## config.mk

```make
export PLATFORM = sky130hd
export DESIGN_NAME = system_watchdog_timer
export DESIGN_NICKNAME = d
export VERILOG_FILES = /design/src/verilog/system_watchdog_timer.v
export VERILOG_INCLUDE_DIRS = /design/src /design/src/verilog
export SDC_FILE = /design/constraint.sdc
export NUM_CORES = 1
export LEC_CHECK = 0
export BUFFER_PORTS_ARGS = -buffer_cell sky130_fd_sc_hd__buf_2
export CORE_MARGIN = 4
export CORE_UTILIZATION = 55
export DETAILED_ROUTE_END_ITERATION = 8
export PLACE_DENSITY = 0.86
export SYNTH_ARGS = -nofsm -noshare
export SYNTH_HDL_FRONTEND = slang
export SYNTH_SLANG_ARGS = --single-unit
```

## constraint.sdc

```tcl
create_clock -name pclk -period 3.1 [get_ports pclk]
set_input_delay 0.31 -clock pclk [delete_from_list [all_inputs] [get_ports pclk]]
set_output_delay 0.31 -clock pclk [all_outputs]
set_load 0.03 [all_outputs]
```

## src/verilog/wdt_map.vh

```
`ifndef WDT_MAP_VH
`define WDT_MAP_VH

// ****************************************************************
// Register word indexes and byte addresses
// ****************************************************************
`define WDT_CSR_INDEX 16'hffbe
`define WDT_CNT_INDEX 16'hffbf
`define WDT_CSR_ADDR 18'h3fef8
`define WDT_CNT_ADDR 18'h3fefc
`define WDT_ISTAT_ADDR 18'h00000
`define WDT_IEN_ADDR 18'h00004
`define WDT_ICLR_ADDR 18'h00008

// ****************************************************************
// Control/status fields
// ****************************************************************
`define WDT_CAUSE_BIT 0
`define WDT_RUN_BIT 2
`define WDT_REGWE_BIT 4
`define WDT_CNTWE_BIT 6
`define WDT_INHIBIT_MASK 8'haa
`define WDT_CSR_RESET 8'haa
`define WDT_CNT_RESET 8'h00

// ****************************************************************
// Timing
// ****************************************************************
`define WDT_DIVIDE 8192
`define WDT_RESET_CYCLES 512

`endif

```

## src/verilog/system_watchdog_timer.v

```verilog
// Notes on behaviour
// - Counter advances once per 8192 clocks, only while running.
// - Wrap from ff to 00 raises chip reset and sets cause flag.
// - Watchdog reset held exactly 512 oscillator cycles.
// - Overflow happens on the tick after reaching ff.
// - Inhibit bits 7,5,3,1 read as 1 and store nothing.
// - Even bit written only when inhibit bit above it is 0.
// - Counter writes take effect only with counter write enable set.
// - Run bit and cause flag writable only with register write enable.
// - Count while run bit is 1; set by inhibit 0, run 1.
// - Run bit clears on reset or enabled write of 0 with inhibit 0.
// - Cause flag clears on pin reset or enabled write of 0 with inhibit 0.
// - Counter write loads value; counting continues upward from it.
// - Pin reset gives counter 00 and control/status aa.
`include "wdt_map.vh"

module system_watchdog_timer
(
    // Clock and external reset pin
    input wire pclk,
    input wire presetn,
    // APB slave
    input wire psel,
    input wire penable,
    input wire pwrite,
    input wire [17:0] paddr,
    input wire [31:0] pwdata,
    input wire [3:0] pstrb,
    output reg [31:0] prdata,
    output reg pready,
    output reg pslverr,
    // Chip reset and interrupt
    output reg wdt_reset_out,
    output reg irq
);

    // ****************************************************************
    // State
    // ****************************************************************
    reg [12:0] div_r;
    reg [12:0] div_nxt;
    reg [7:0] cnt_r;
    reg [7:0] cnt_nxt;
    reg cnt_we_r;
    reg cnt_we_nxt;
    reg reg_we_r;
    reg reg_we_nxt;
    reg run_r;
    reg run_nxt;
    reg cause_r;
    reg cause_nxt;
    reg [9:0] rst_cnt_r;
    reg [9:0] rst_cnt_nxt;
    reg reset_out_nxt;
    reg [1:0] istat_r;
    reg [1:0] istat_nxt;
    reg [1:0] ien_r;
    reg [1:0] ien_nxt;
    reg irq_nxt;
    reg pready_nxt;
    reg pslverr_nxt;
    reg [31:0] prdata_nxt;

    // Terminal counts, cut to the counter widths on purpose
    localparam integer DIV_LAST_I = `WDT_DIVIDE - 1;
    localparam integer RST_LAST_I = `WDT_RESET_CYCLES - 1;
    localparam [12:0] DIV_LAST = DIV_LAST_I[12:0];
    localparam [9:0] RST_LAST = RST_LAST_I[9:0];

    wire acc = psel & penable & pready;
    wire wr = acc & pwrite & pstrb[0];
    wire [7:0] wd = pwdata[7:0];
    wire wr_csr = wr & (paddr == `WDT_CSR_ADDR);
    wire wr_cnt = wr & (paddr == `WDT_CNT_ADDR);
    wire wr_ien = wr & (paddr == `WDT_IEN_ADDR);
    wire wr_iclr = wr & (paddr == `WDT_ICLR_ADDR);
    wire tick = run_r & (div_r == DIV_LAST);
    wire ovf = tick & (cnt_r == 8'hff);
    wire in_rst = wdt_reset_out;
    // Last cycle of the chip reset request
    wire rst_end = in_rst & (rst_cnt_r == RST_LAST);
    // Interrupt events: bit0 overflow, bit1 reset release
    wire [1:0] ev = {rst_end, ovf};
    wire [7:0] csr_rd = `WDT_INHIBIT_MASK | {1'b0, cnt_we_r, 1'b0,
        reg_we_r, 1'b0, run_r, 1'b0, cause_r};

    function mapped;
        input [17:0] a;
        begin
            mapped = (a == `WDT_CSR_ADDR) | (a == `WDT_CNT_ADDR) |
                (a == `WDT_ISTAT_ADDR) | (a == `WDT_IEN_ADDR) |
                (a == `WDT_ICLR_ADDR);
        end
    endfunction

    // Even bit may change only with its inhibit bit written as 0
    function guard;
        input [7:0] d;
        input integer bitn;
        begin
            guard = ~d[bitn + 1];
        end
    endfunction

    // ****************************************************************
    // Prescaler and counter
    // ****************************************************************
    always @*
    begin
        div_nxt = div_r + 13'h0001;
        cnt_nxt = cnt_r;
        if (ovf | in_rst)
        begin
            // Chip reset from the watchdog restarts the count
            div_nxt = 13'h0000;
            cnt_nxt = `WDT_CNT_RESET;
        end
        else
        begin
            // Prescaler stays at zero while stopped
            if (!run_r | tick)
                div_nxt = 13'h0000;
            // A load wins over a tick in the same cycle
            if (wr_cnt & cnt_we_r)
                cnt_nxt = wd;
            else if (tick)
                cnt_nxt = cnt_r + 8'h01;
        end
    end

    always @(posedge pclk or negedge presetn)
    begin
        if (!presetn)
        begin
            div_r <= 13'h0000;
            cnt_r <= `WDT_CNT_RESET;
        end
        else
        begin
            div_r <= div_nxt;
            cnt_r <= cnt_nxt;
        end
    end

    // ****************************************************************
    // Control/status register
    // ****************************************************************
    always @*
    begin
        cnt_we_nxt = cnt_we_r;
        reg_we_nxt = reg_we_r;
        run_nxt = run_r;
        cause_nxt = cause_r;
        if (ovf | in_rst)
        begin
            // Chip reset keeps the cause flag for software
            cnt_we_nxt = 1'b0;
            reg_we_nxt = 1'b0;
            run_nxt = 1'b0;
            cause_nxt = 1'b1;
        end
        else if (wr_csr)
        begin
            if (guard(wd, `WDT_CNTWE_BIT))
                cnt_we_nxt = wd[`WDT_CNTWE_BIT];
            if (guard(wd, `WDT_REGWE_BIT))
                reg_we_nxt = wd[`WDT_REGWE_BIT];
            // Uses the write enable held before this write
            if (reg_we_r & guard(wd, `WDT_RUN_BIT))
                run_nxt = wd[`WDT_RUN_BIT];
            if (reg_we_r & guard(wd, `WDT_CAUSE_BIT))
                cause_nxt = wd[`WDT_CAUSE_BIT];
        end
    end

    always @(posedge pclk or negedge presetn)
    begin
        if (!presetn)
        begin
            cnt_we_r <= 1'b0;
            reg_we_r <= 1'b0;
            run_r <= 1'b0;
            cause_r <= 1'b0;
        end
        else
        begin
            cnt_we_r <= cnt_we_nxt;
            reg_we_r <= reg_we_nxt;
            run_r <= run_nxt;
            cause_r <= cause_nxt;
        end
    end

    // ****************************************************************
    // Internal reset pulse
    // ****************************************************************
    always @*
    begin
        reset_out_nxt = wdt_reset_out;
        rst_cnt_nxt = rst_cnt_r;
        if (ovf)
        begin
            reset_out_nxt = 1'b1;
            rst_cnt_nxt = 10'h000;
        end
        else if (rst_end)
            reset_out_nxt = 1'b0;
        else if (in_rst)
            rst_cnt_nxt = rst_cnt_r + 10'h001;
    end

    always @(posedge pclk or negedge presetn)
    begin
        if (!presetn)
        begin
            wdt_reset_out <= 1'b0;
            rst_cnt_r <= 10'h000;
        end
        else
        begin
            wdt_reset_out <= reset_out_nxt;
            rst_cnt_r <= rst_cnt_nxt;
        end
    end

    // ****************************************************************
    // Interrupts: bit0 overflow, bit1 reset release
    // ****************************************************************
    always @*
    begin
        // A new event wins over a clear in the same cycle
        istat_nxt = istat_r | ev;
        if (wr_iclr)
            istat_nxt = (istat_r & ~wd[1:0]) | ev;
        ien_nxt = ien_r;
        if (wr_ien)
            ien_nxt = wd[1:0];
        irq_nxt = |(istat_r & ien_r);
    end

    always @(posedge pclk or negedge presetn)
    begin
        if (!presetn)
        begin
            istat_r <= 2'h0;
            ien_r <= 2'h0;
            irq <= 1'b0;
        end
        else
        begin
            istat_r <= istat_nxt;
            ien_r <= ien_nxt;
            irq <= irq_nxt;
        end
    end

    // ****************************************************************
    // APB slave
    // ****************************************************************
    always @*
    begin
        pready_nxt = 1'b0;
        pslverr_nxt = 1'b0;
        prdata_nxt = prdata;
        // Answer every setup cycle in the following access cycle
        if (psel & !penable)
        begin
            pready_nxt = 1'b1;
            pslverr_nxt = ~mapped(paddr);
            prdata_nxt = 32'h00000000;
            if (!pwrite)
            begin
                case (paddr)
                    `WDT_CSR_ADDR:
                        prdata_nxt[7:0] = csr_rd;
                    `WDT_CNT_ADDR:
                        prdata_nxt[7:0] = cnt_r;
                    `WDT_ISTAT_ADDR:
                        prdata_nxt[1:0] = istat_r;
                    `WDT_IEN_ADDR:
                        prdata_nxt[1:0] = ien_r;
                    default:
                        prdata_nxt = 32'h00000000;
                endcase
            end
        end
    end

    always @(posedge pclk or negedge presetn)
    begin
        if (!presetn)
        begin
            pready <= 1'b0;
            pslverr <= 1'b0;
            prdata <= 32'h00000000;
        end
        else
        begin
            pready <= pready_nxt;
            pslverr <= pslverr_nxt;
            prdata <= prdata_nxt;
        end
    end

endmodule

```

==> results of run 1 <==
[through the flow]
stage               power, mW  setup slack (ps)
floorplan               0.762               987
global placement        0.783               880
detailed placement      0.785               846
CTS                      1.16               812
global route             1.20               639
finish                   1.16               825
[cell families (layout without fill, tap and decap cells)]
family	after synthesis	after routing
AND/OR/NAND/NOR	136	136
AO/OA/AOI/OAI	48	48
flip-flops	51	51
XOR/XNOR	19	19
adder cells (fa/ha/maj)	3	3
buffers and inverters	39	62
multiplexers	12	12
other	1	24
[cells in the mapped netlist, drive strengths merged (9+ instances only)]
| library cell | number | area share [%] |
|---|---|---|
| nor2 | 35 | 4.5 |
| nand3 | 10 | 1.9 |
| nor3 | 13 | 2.4 |
| o21ai | 10 | 1.7 |
| nand4 | 15 | 3.7 |
| dfrtp | 51 | 44 |
| mux2i | 9 | 3.1 |
| xor2 | 10 | 3.0 |
| a21oi | 9 | 1.6 |
| nand2 | 23 | 3.0 |
| xnor2 | 9 | 2.7 |
| buf | 25 | 6.3 |
[metal layers]
layer  global-route usage (%)  vias up  share of wire [%]  routed length, um
met4                     8.61        0                2.2                139
met1                     24.6     1130                 42               2610
met2                     36.1       77                 50               3090
met3                     5.38       15                5.6                344
met5                        0        -                  0                  0
li1                         -     1162                  -                  -
[power breakdown]
part / internal [mW] / leakage, nW / total, mW / switching, mW
clock network: 0.158 / 0.0412 / 0.384 / 0.226
logic: 0.0240 / 0.758 / 0.104 / 0.0799
registers: 0.667 / 0.673 / 0.668 / 0.00104
total: 0.849 / 1.47 / 1.16 / 0.307
[worst reg2reg max path: cells and delay by family (launching register included)]
kind            cells  cell delay [ps]
simple gates        3             1220
compound gates      2              250
flops               1              390
fa+ha+maj           1              280
[worst paths after layout]
| path | from | slack, ps | to | cells after the start |
|---|---|---|---|---|
| min reg2reg | prdata[3] | 480 | prdata[3] | 2 |
| max | div_r[0] | 820 | cnt_r[7] | 6 |
| max in group asynchronous | presetn | 2340 | rst_cnt_r[4] | 2 |
| min | presetn | 20 | prdata[6] | 1 |
| max reg2reg | div_r[0] | 820 | cnt_r[7] | 6 |
| min in group pclk | pwdata[6] | 270 | cnt_r[6] | 2 |
[sequential cells by signal, summed over array words and instances, names as in the netlist]
signal	flops
run_r	1
cnt_we_r	1
prdata	8
cnt_r	8
wdt_reset_out	1
rst_cnt_r	10
reg_we_r	1
div_r	13
istat_r	2
pslverr	1
irq	1
ien_r	2
cause_r	1
pready	1
[layout make-up]
type,instances,area share [%]
Sequential cell,51,39.9
Clock inverter,2,0.391
Inverter,7,0.822
Timing Repair Buffer,47,7.67
Multi-Input combinational cell,242,46.2
Clock buffer,6,2.27
Tap cell,70,2.74
==> results.cfg, run 1 <==
[run_status]
result_of_the_run = finished, final reports clean

[cts]
cts.sinks = 51
numCtsBuffers = 5
path_clk_slew_ps = 90
h_tree_level_count = 2
post_cts_buffers = 0
cts_hold_buf = 0
cts.path.max_buffers = 2
postCtsResizedCells = 0
clk-insertion-delay-late_ps = 310
cts_tree = done
cts-root-buf = sky130_fd_sc_hd__clkbuf_8

[timing]
timing.max_slew.rel_slack_pct = 56.7
timing.final.crit_share_pct = 73.4
rsz0062_at_grt = no
worst_pin_slew_ps = 650
number_of_endpoints_failing_setup_at_the_final_stage = 0
timing_hold_violations_final = 0
layout_min_cycle_time_ps = 2280
hold-worst-slack_ps = 19.7
setup_total_negative_slack_ps = 0
clock.fmax_mhz = 439
timing.final.max_slew_violations = 0
final_clock_skew_ps = 7.35

[grt]
grtUsageTotal_pct = 20.9
antenna_found_initial = 0
grt_pass1_vias = 2391
wire_length_of_the_first_global_routing_pass_um = 10600
grt.overflow.total = 0
grt_max_degree = 31

[die]
die_h_um = 80.7
rows = 26
x_dimension_of_the_die_um = 80.7
floorplan.core_area_mm2 = 0.00511
pin_count = 95
dieArea_mm2 = 0.00650
starting_density_of_the_core_pct = 56.8

[setup_path]
crit_top_cell = sky130_fd_sc_hd__or4_1
crit_slowest_cell = sky130_fd_sc_hd__or4_1
critical_path.max_fanout = 7
worstSetupEndpointType = flop
critPathLaunchType = flop
slowest_delay_ps = 550
cp.arrival_ps = 2440
worstPathCellList = ha_1 -> nand4_4 -> or4_1 -> or4_1 -> a21oi_1 -> a211oi_1
crit_family = simple AND/OR/NAND/NOR gates
path_buf_inv = 0
critical_path_required_ps = 3270
timing.setup.critical_path_class = reg -> reg

[final_layout]
fin_util_pct = 62.6
layout-drive-gt1-share_pct = 18.6
design_area_mm2 = 0.00320
final_cell_count_no_fill = 425
most_used_cells_in_the_layout_excluding_fill_and_tap_cells = sky130_fd_sc_hd__dfrtp_1, sky130_fd_sc_hd__buf_2, sky130_fd_sc_hd__nor2_1
multi_input_comb_area_mm2 = 0.00148
fin_nets = 416
antenna_cells_inserted = 0
fillCellCount = 448
mostFrequentLayoutCell = sky130_fd_sc_hd__dfrtp_1
synthToLayoutAreaGrowth_pct = 10.1
seq_cell_area_mm2 = 0.00128

[synth]
share_of_the_synthesized_area_in_compound_gates_ao_oa_aoi_oai_pct = 11.3
yosysSeqAreaShare_pct = 44.0
ys_flop_type = sky130_fd_sc_hd__dfrtp_1
post_synth_fa_ha_maj_area_fraction_pct = 1.29
yosys.area_share.simple_pct = 25.2
synth_edf_count = 0
yosysWarningCount = 0
largest_family_of_logic_cells_by_synthesized_area = simple AND/OR/NAND/NOR gates
ys_async_sr_fraction_pct = 100
avgSynthCellArea_um2 = 9.39
post_synthesis_share_of_cell_area_spent_on_xor_and_xnor_gates_pct = 5.73
synth_cell_types = 52
postSynthRegisterBits = 51
netlist_instances = 309
synthesis.area_mm2 = 0.00290
share_of_cell_area_taken_by_muxes_after_synthesis_pct = 4.27

[place]
postPlaceCellArea_mm2 = 0.00311
globalplace.congestion = 0.817
placement.io_buffers = 43
detailed_place_hpwl_um = 4670
placedCellCount = 417

[pwr]
static-leakage-power_nw = 1.47
vdd_ir_drop_max_mv = 0.169
power_density_mw_per_mm2 = 362

[route]
drc_errors = 0
post_drt_wl_per_cell_um = 14.6
dr.pass1.iters = 4
routed_wirelength_um = 6190
drtAntennaViolNets = 0
drt_iter0_drc = 181
detailroute.via_count = 2384
avgViaCountPerCell = 5.61

[job]
maxCapViolCount = 0

[hold_path]
holdCritPathClass = in -> async
Power figures use the tool's default switching activity.
==> run 2: changes to the inputs <==
--- a/config.mk
+++ b/config.mk
@@ -8,9 +8,9 @@
 export LEC_CHECK = 0
 export BUFFER_PORTS_ARGS = -buffer_cell sky130_fd_sc_hd__buf_2
 export CORE_MARGIN = 4
-export CORE_UTILIZATION = 55
+export CORE_UTILIZATION = 46
 export DETAILED_ROUTE_END_ITERATION = 8
-export PLACE_DENSITY = 0.86
+export PLACE_DENSITY = 0.77
 export SYNTH_ARGS = -nofsm -noshare
 export SYNTH_HDL_FRONTEND = slang
 export SYNTH_SLANG_ARGS = --single-unit
==> constraint.sdc (replaced) <==
create_clock -name pclk -period 1.95 [get_ports pclk]
set_input_delay 0.195 -clock pclk [delete_from_list [all_inputs] [get_ports pclk]]
set_output_delay 0.195 -clock pclk [all_outputs]
set_load 0.03 [all_outputs]
==> results.cfg, run 2 (synthesized netlist as in run 1, its figures left out) <==
[run_status]
result_of_the_run = finished with violations
violations = hold timing, setup timing

[cts]
cts-root-buf = sky130_fd_sc_hd__clkbuf_8
cts_hold_buf = 0
cts_tree = done
cts.sinks = 51
path_clk_slew_ps = 90
cts.path.max_buffers = 2
h_tree_level_count = 2
clk-insertion-delay-late_ps = 310
numCtsBuffers = 5

[grt]
grt_pass1_vias = 2302
grt.overflow.total = 0
wire_length_of_the_first_global_routing_pass_um = 10600
grtUsageTotal_pct = 17.0
antenna_found_initial = 0
grt_max_degree = 52

[route]
drtAntennaViolNets = 0
avgViaCountPerCell = 5.44
post_drt_wl_per_cell_um = 14.2
routed_wirelength_um = 6370
wl_met2_um = 3080
drc_errors = 0
detailroute.via_count = 2438
drt-met1-wl_um = 2790
met3_length_um = 410
drt_iter0_drc = 95
dr.max_layer_used = met4
dr.pass1.iters = 4

[timing]
hold-worst-slack_ps = -5.88
setup_total_negative_slack_ps = -31.7
clock.fmax_mhz = 505
timing.final.crit_share_pct = 102
worst_pin_slew_ps = 640
fin_ws_ps = -31.7
timing.final.max_slew_violations = 0
number_of_endpoints_failing_setup_at_the_final_stage = 1
timing_hold_violations_final = 21
layout_min_cycle_time_ps = 1980
timing.max_slew.rel_slack_pct = 57.4
rsz0062_at_grt = yes
final_clock_skew_ps = 8.74

[setup_path]
critPathLaunchType = flop
timing.setup.critical_path_class = reg -> reg
cp.arrival_ps = 2220
worstPathCellList = ha_4 -> nand4_4 -> or4_4 -> or4_4 -> a211oi_2 -> a31o_1
crit_slowest_cell = sky130_fd_sc_hd__or4_4
worstSetupEndpointType = flop
critical_path.max_fanout = 5
crit_top_cell = sky130_fd_sc_hd__or4_4
critical_path_required_ps = 2190
slowest_delay_ps = 530

[final_layout]
most_used_cells_in_the_layout_excluding_fill_and_tap_cells = sky130_fd_sc_hd__dfrtp_1, sky130_fd_sc_hd__buf_2, sky130_fd_sc_hd__nor2_1
synthToLayoutAreaGrowth_pct = 16.1
top_regs = div_r x13, rst_cnt_r x10
final_cell_count_no_fill = 448
mostFrequentLayoutCell = sky130_fd_sc_hd__dfrtp_1
design_area_mm2 = 0.00337
seq_cell_area_mm2 = 0.00128
multi_input_comb_area_mm2 = 0.00151
fin_nets = 434
layout-drive-gt1-share_pct = 23.9
antenna_cells_inserted = 0
largest_reg_flops = 13
regMostFlops = div_r
fillCellCount = 552
fin_util_pct = 55.9

[place]
postPlaceCellArea_mm2 = 0.00326
placement.io_buffers = 43
pre_cts_ws_ps = -57.9
globalplace.congestion = 0.825
detailed_place_hpwl_um = 4750
placedCellCount = 438

[hold_path]
holdCritPathClass = in -> async

[die]
pin_count = 95
rows = 28
x_dimension_of_the_die_um = 87.4
dieArea_mm2 = 0.00765
die_h_um = 87.4
floorplan.core_area_mm2 = 0.00603
starting_density_of_the_core_pct = 48.2

[pwr]
static-leakage-power_nw = 1.57
power_density_mw_per_mm2 = 544
p_total_mw = 1.83
vdd_ir_drop_max_mv = 0.374

[job]
maxCapViolCount = 0
[run 2: cell count changes in the layout (fill, tap and decap cells not counted), sizes merged]
cell,before,now
buf,47,65
[run 2: layer usage]
metal	GRT usage (%)	up-vias
li1	-	1195
met1	22.0	1158
met2	29.0	74
met3	3.31	11
met4	4.18	0
met5	0	-
[run 2: repair_timing]
action,CTS,global route
setup endpoints to repair,2,4
setup buffers,0,2
pin swaps,1,1
resized for setup,1,2
[run 2: power breakdown]
group          switching (mW)  internal [mW]  leakage [nW]  total (mW)
clock network           0.354          0.252        0.0412       0.605
logic                   0.128         0.0395         0.851       0.167
registers             0.00170           1.06         0.673        1.06
total                   0.483           1.35          1.57        1.83
[run 2: worst max-delay path: cells and delay by family, from the launching register on]
kind	cells	cell delay (ps)
AOI/OAI and AO/OA	2	320
adders and majority gates	1	170
DFF	1	400
and+or+nand+nor	3	1040
[run 2: cell type report]
cell class,instances,area share [%]
clock buffer,6,2.15
clock inverter,2,0.371
inverter,7,0.780
multi-input combinational,242,44.8
sequential,51,37.9
tap,75,2.78
timing repair buffer,65,11.3
[run 2: path summary, 6_finish.rpt]
check	startpoint	to	slack, ps	cells past startpoint
worst min register to register	prdata[5]	prdata[5]	480	2
min in group pclk	pwdata[4]	cnt_r[4]	150	2
worst max register to register	div_r[1]	cnt_r[6]	-30	6
worst min-delay path	presetn	prdata[3]	-6	2
max in group asynchronous	presetn	cnt_r[6]	1530	2
worst max-delay path	div_r[1]	cnt_r[6]	-30	6
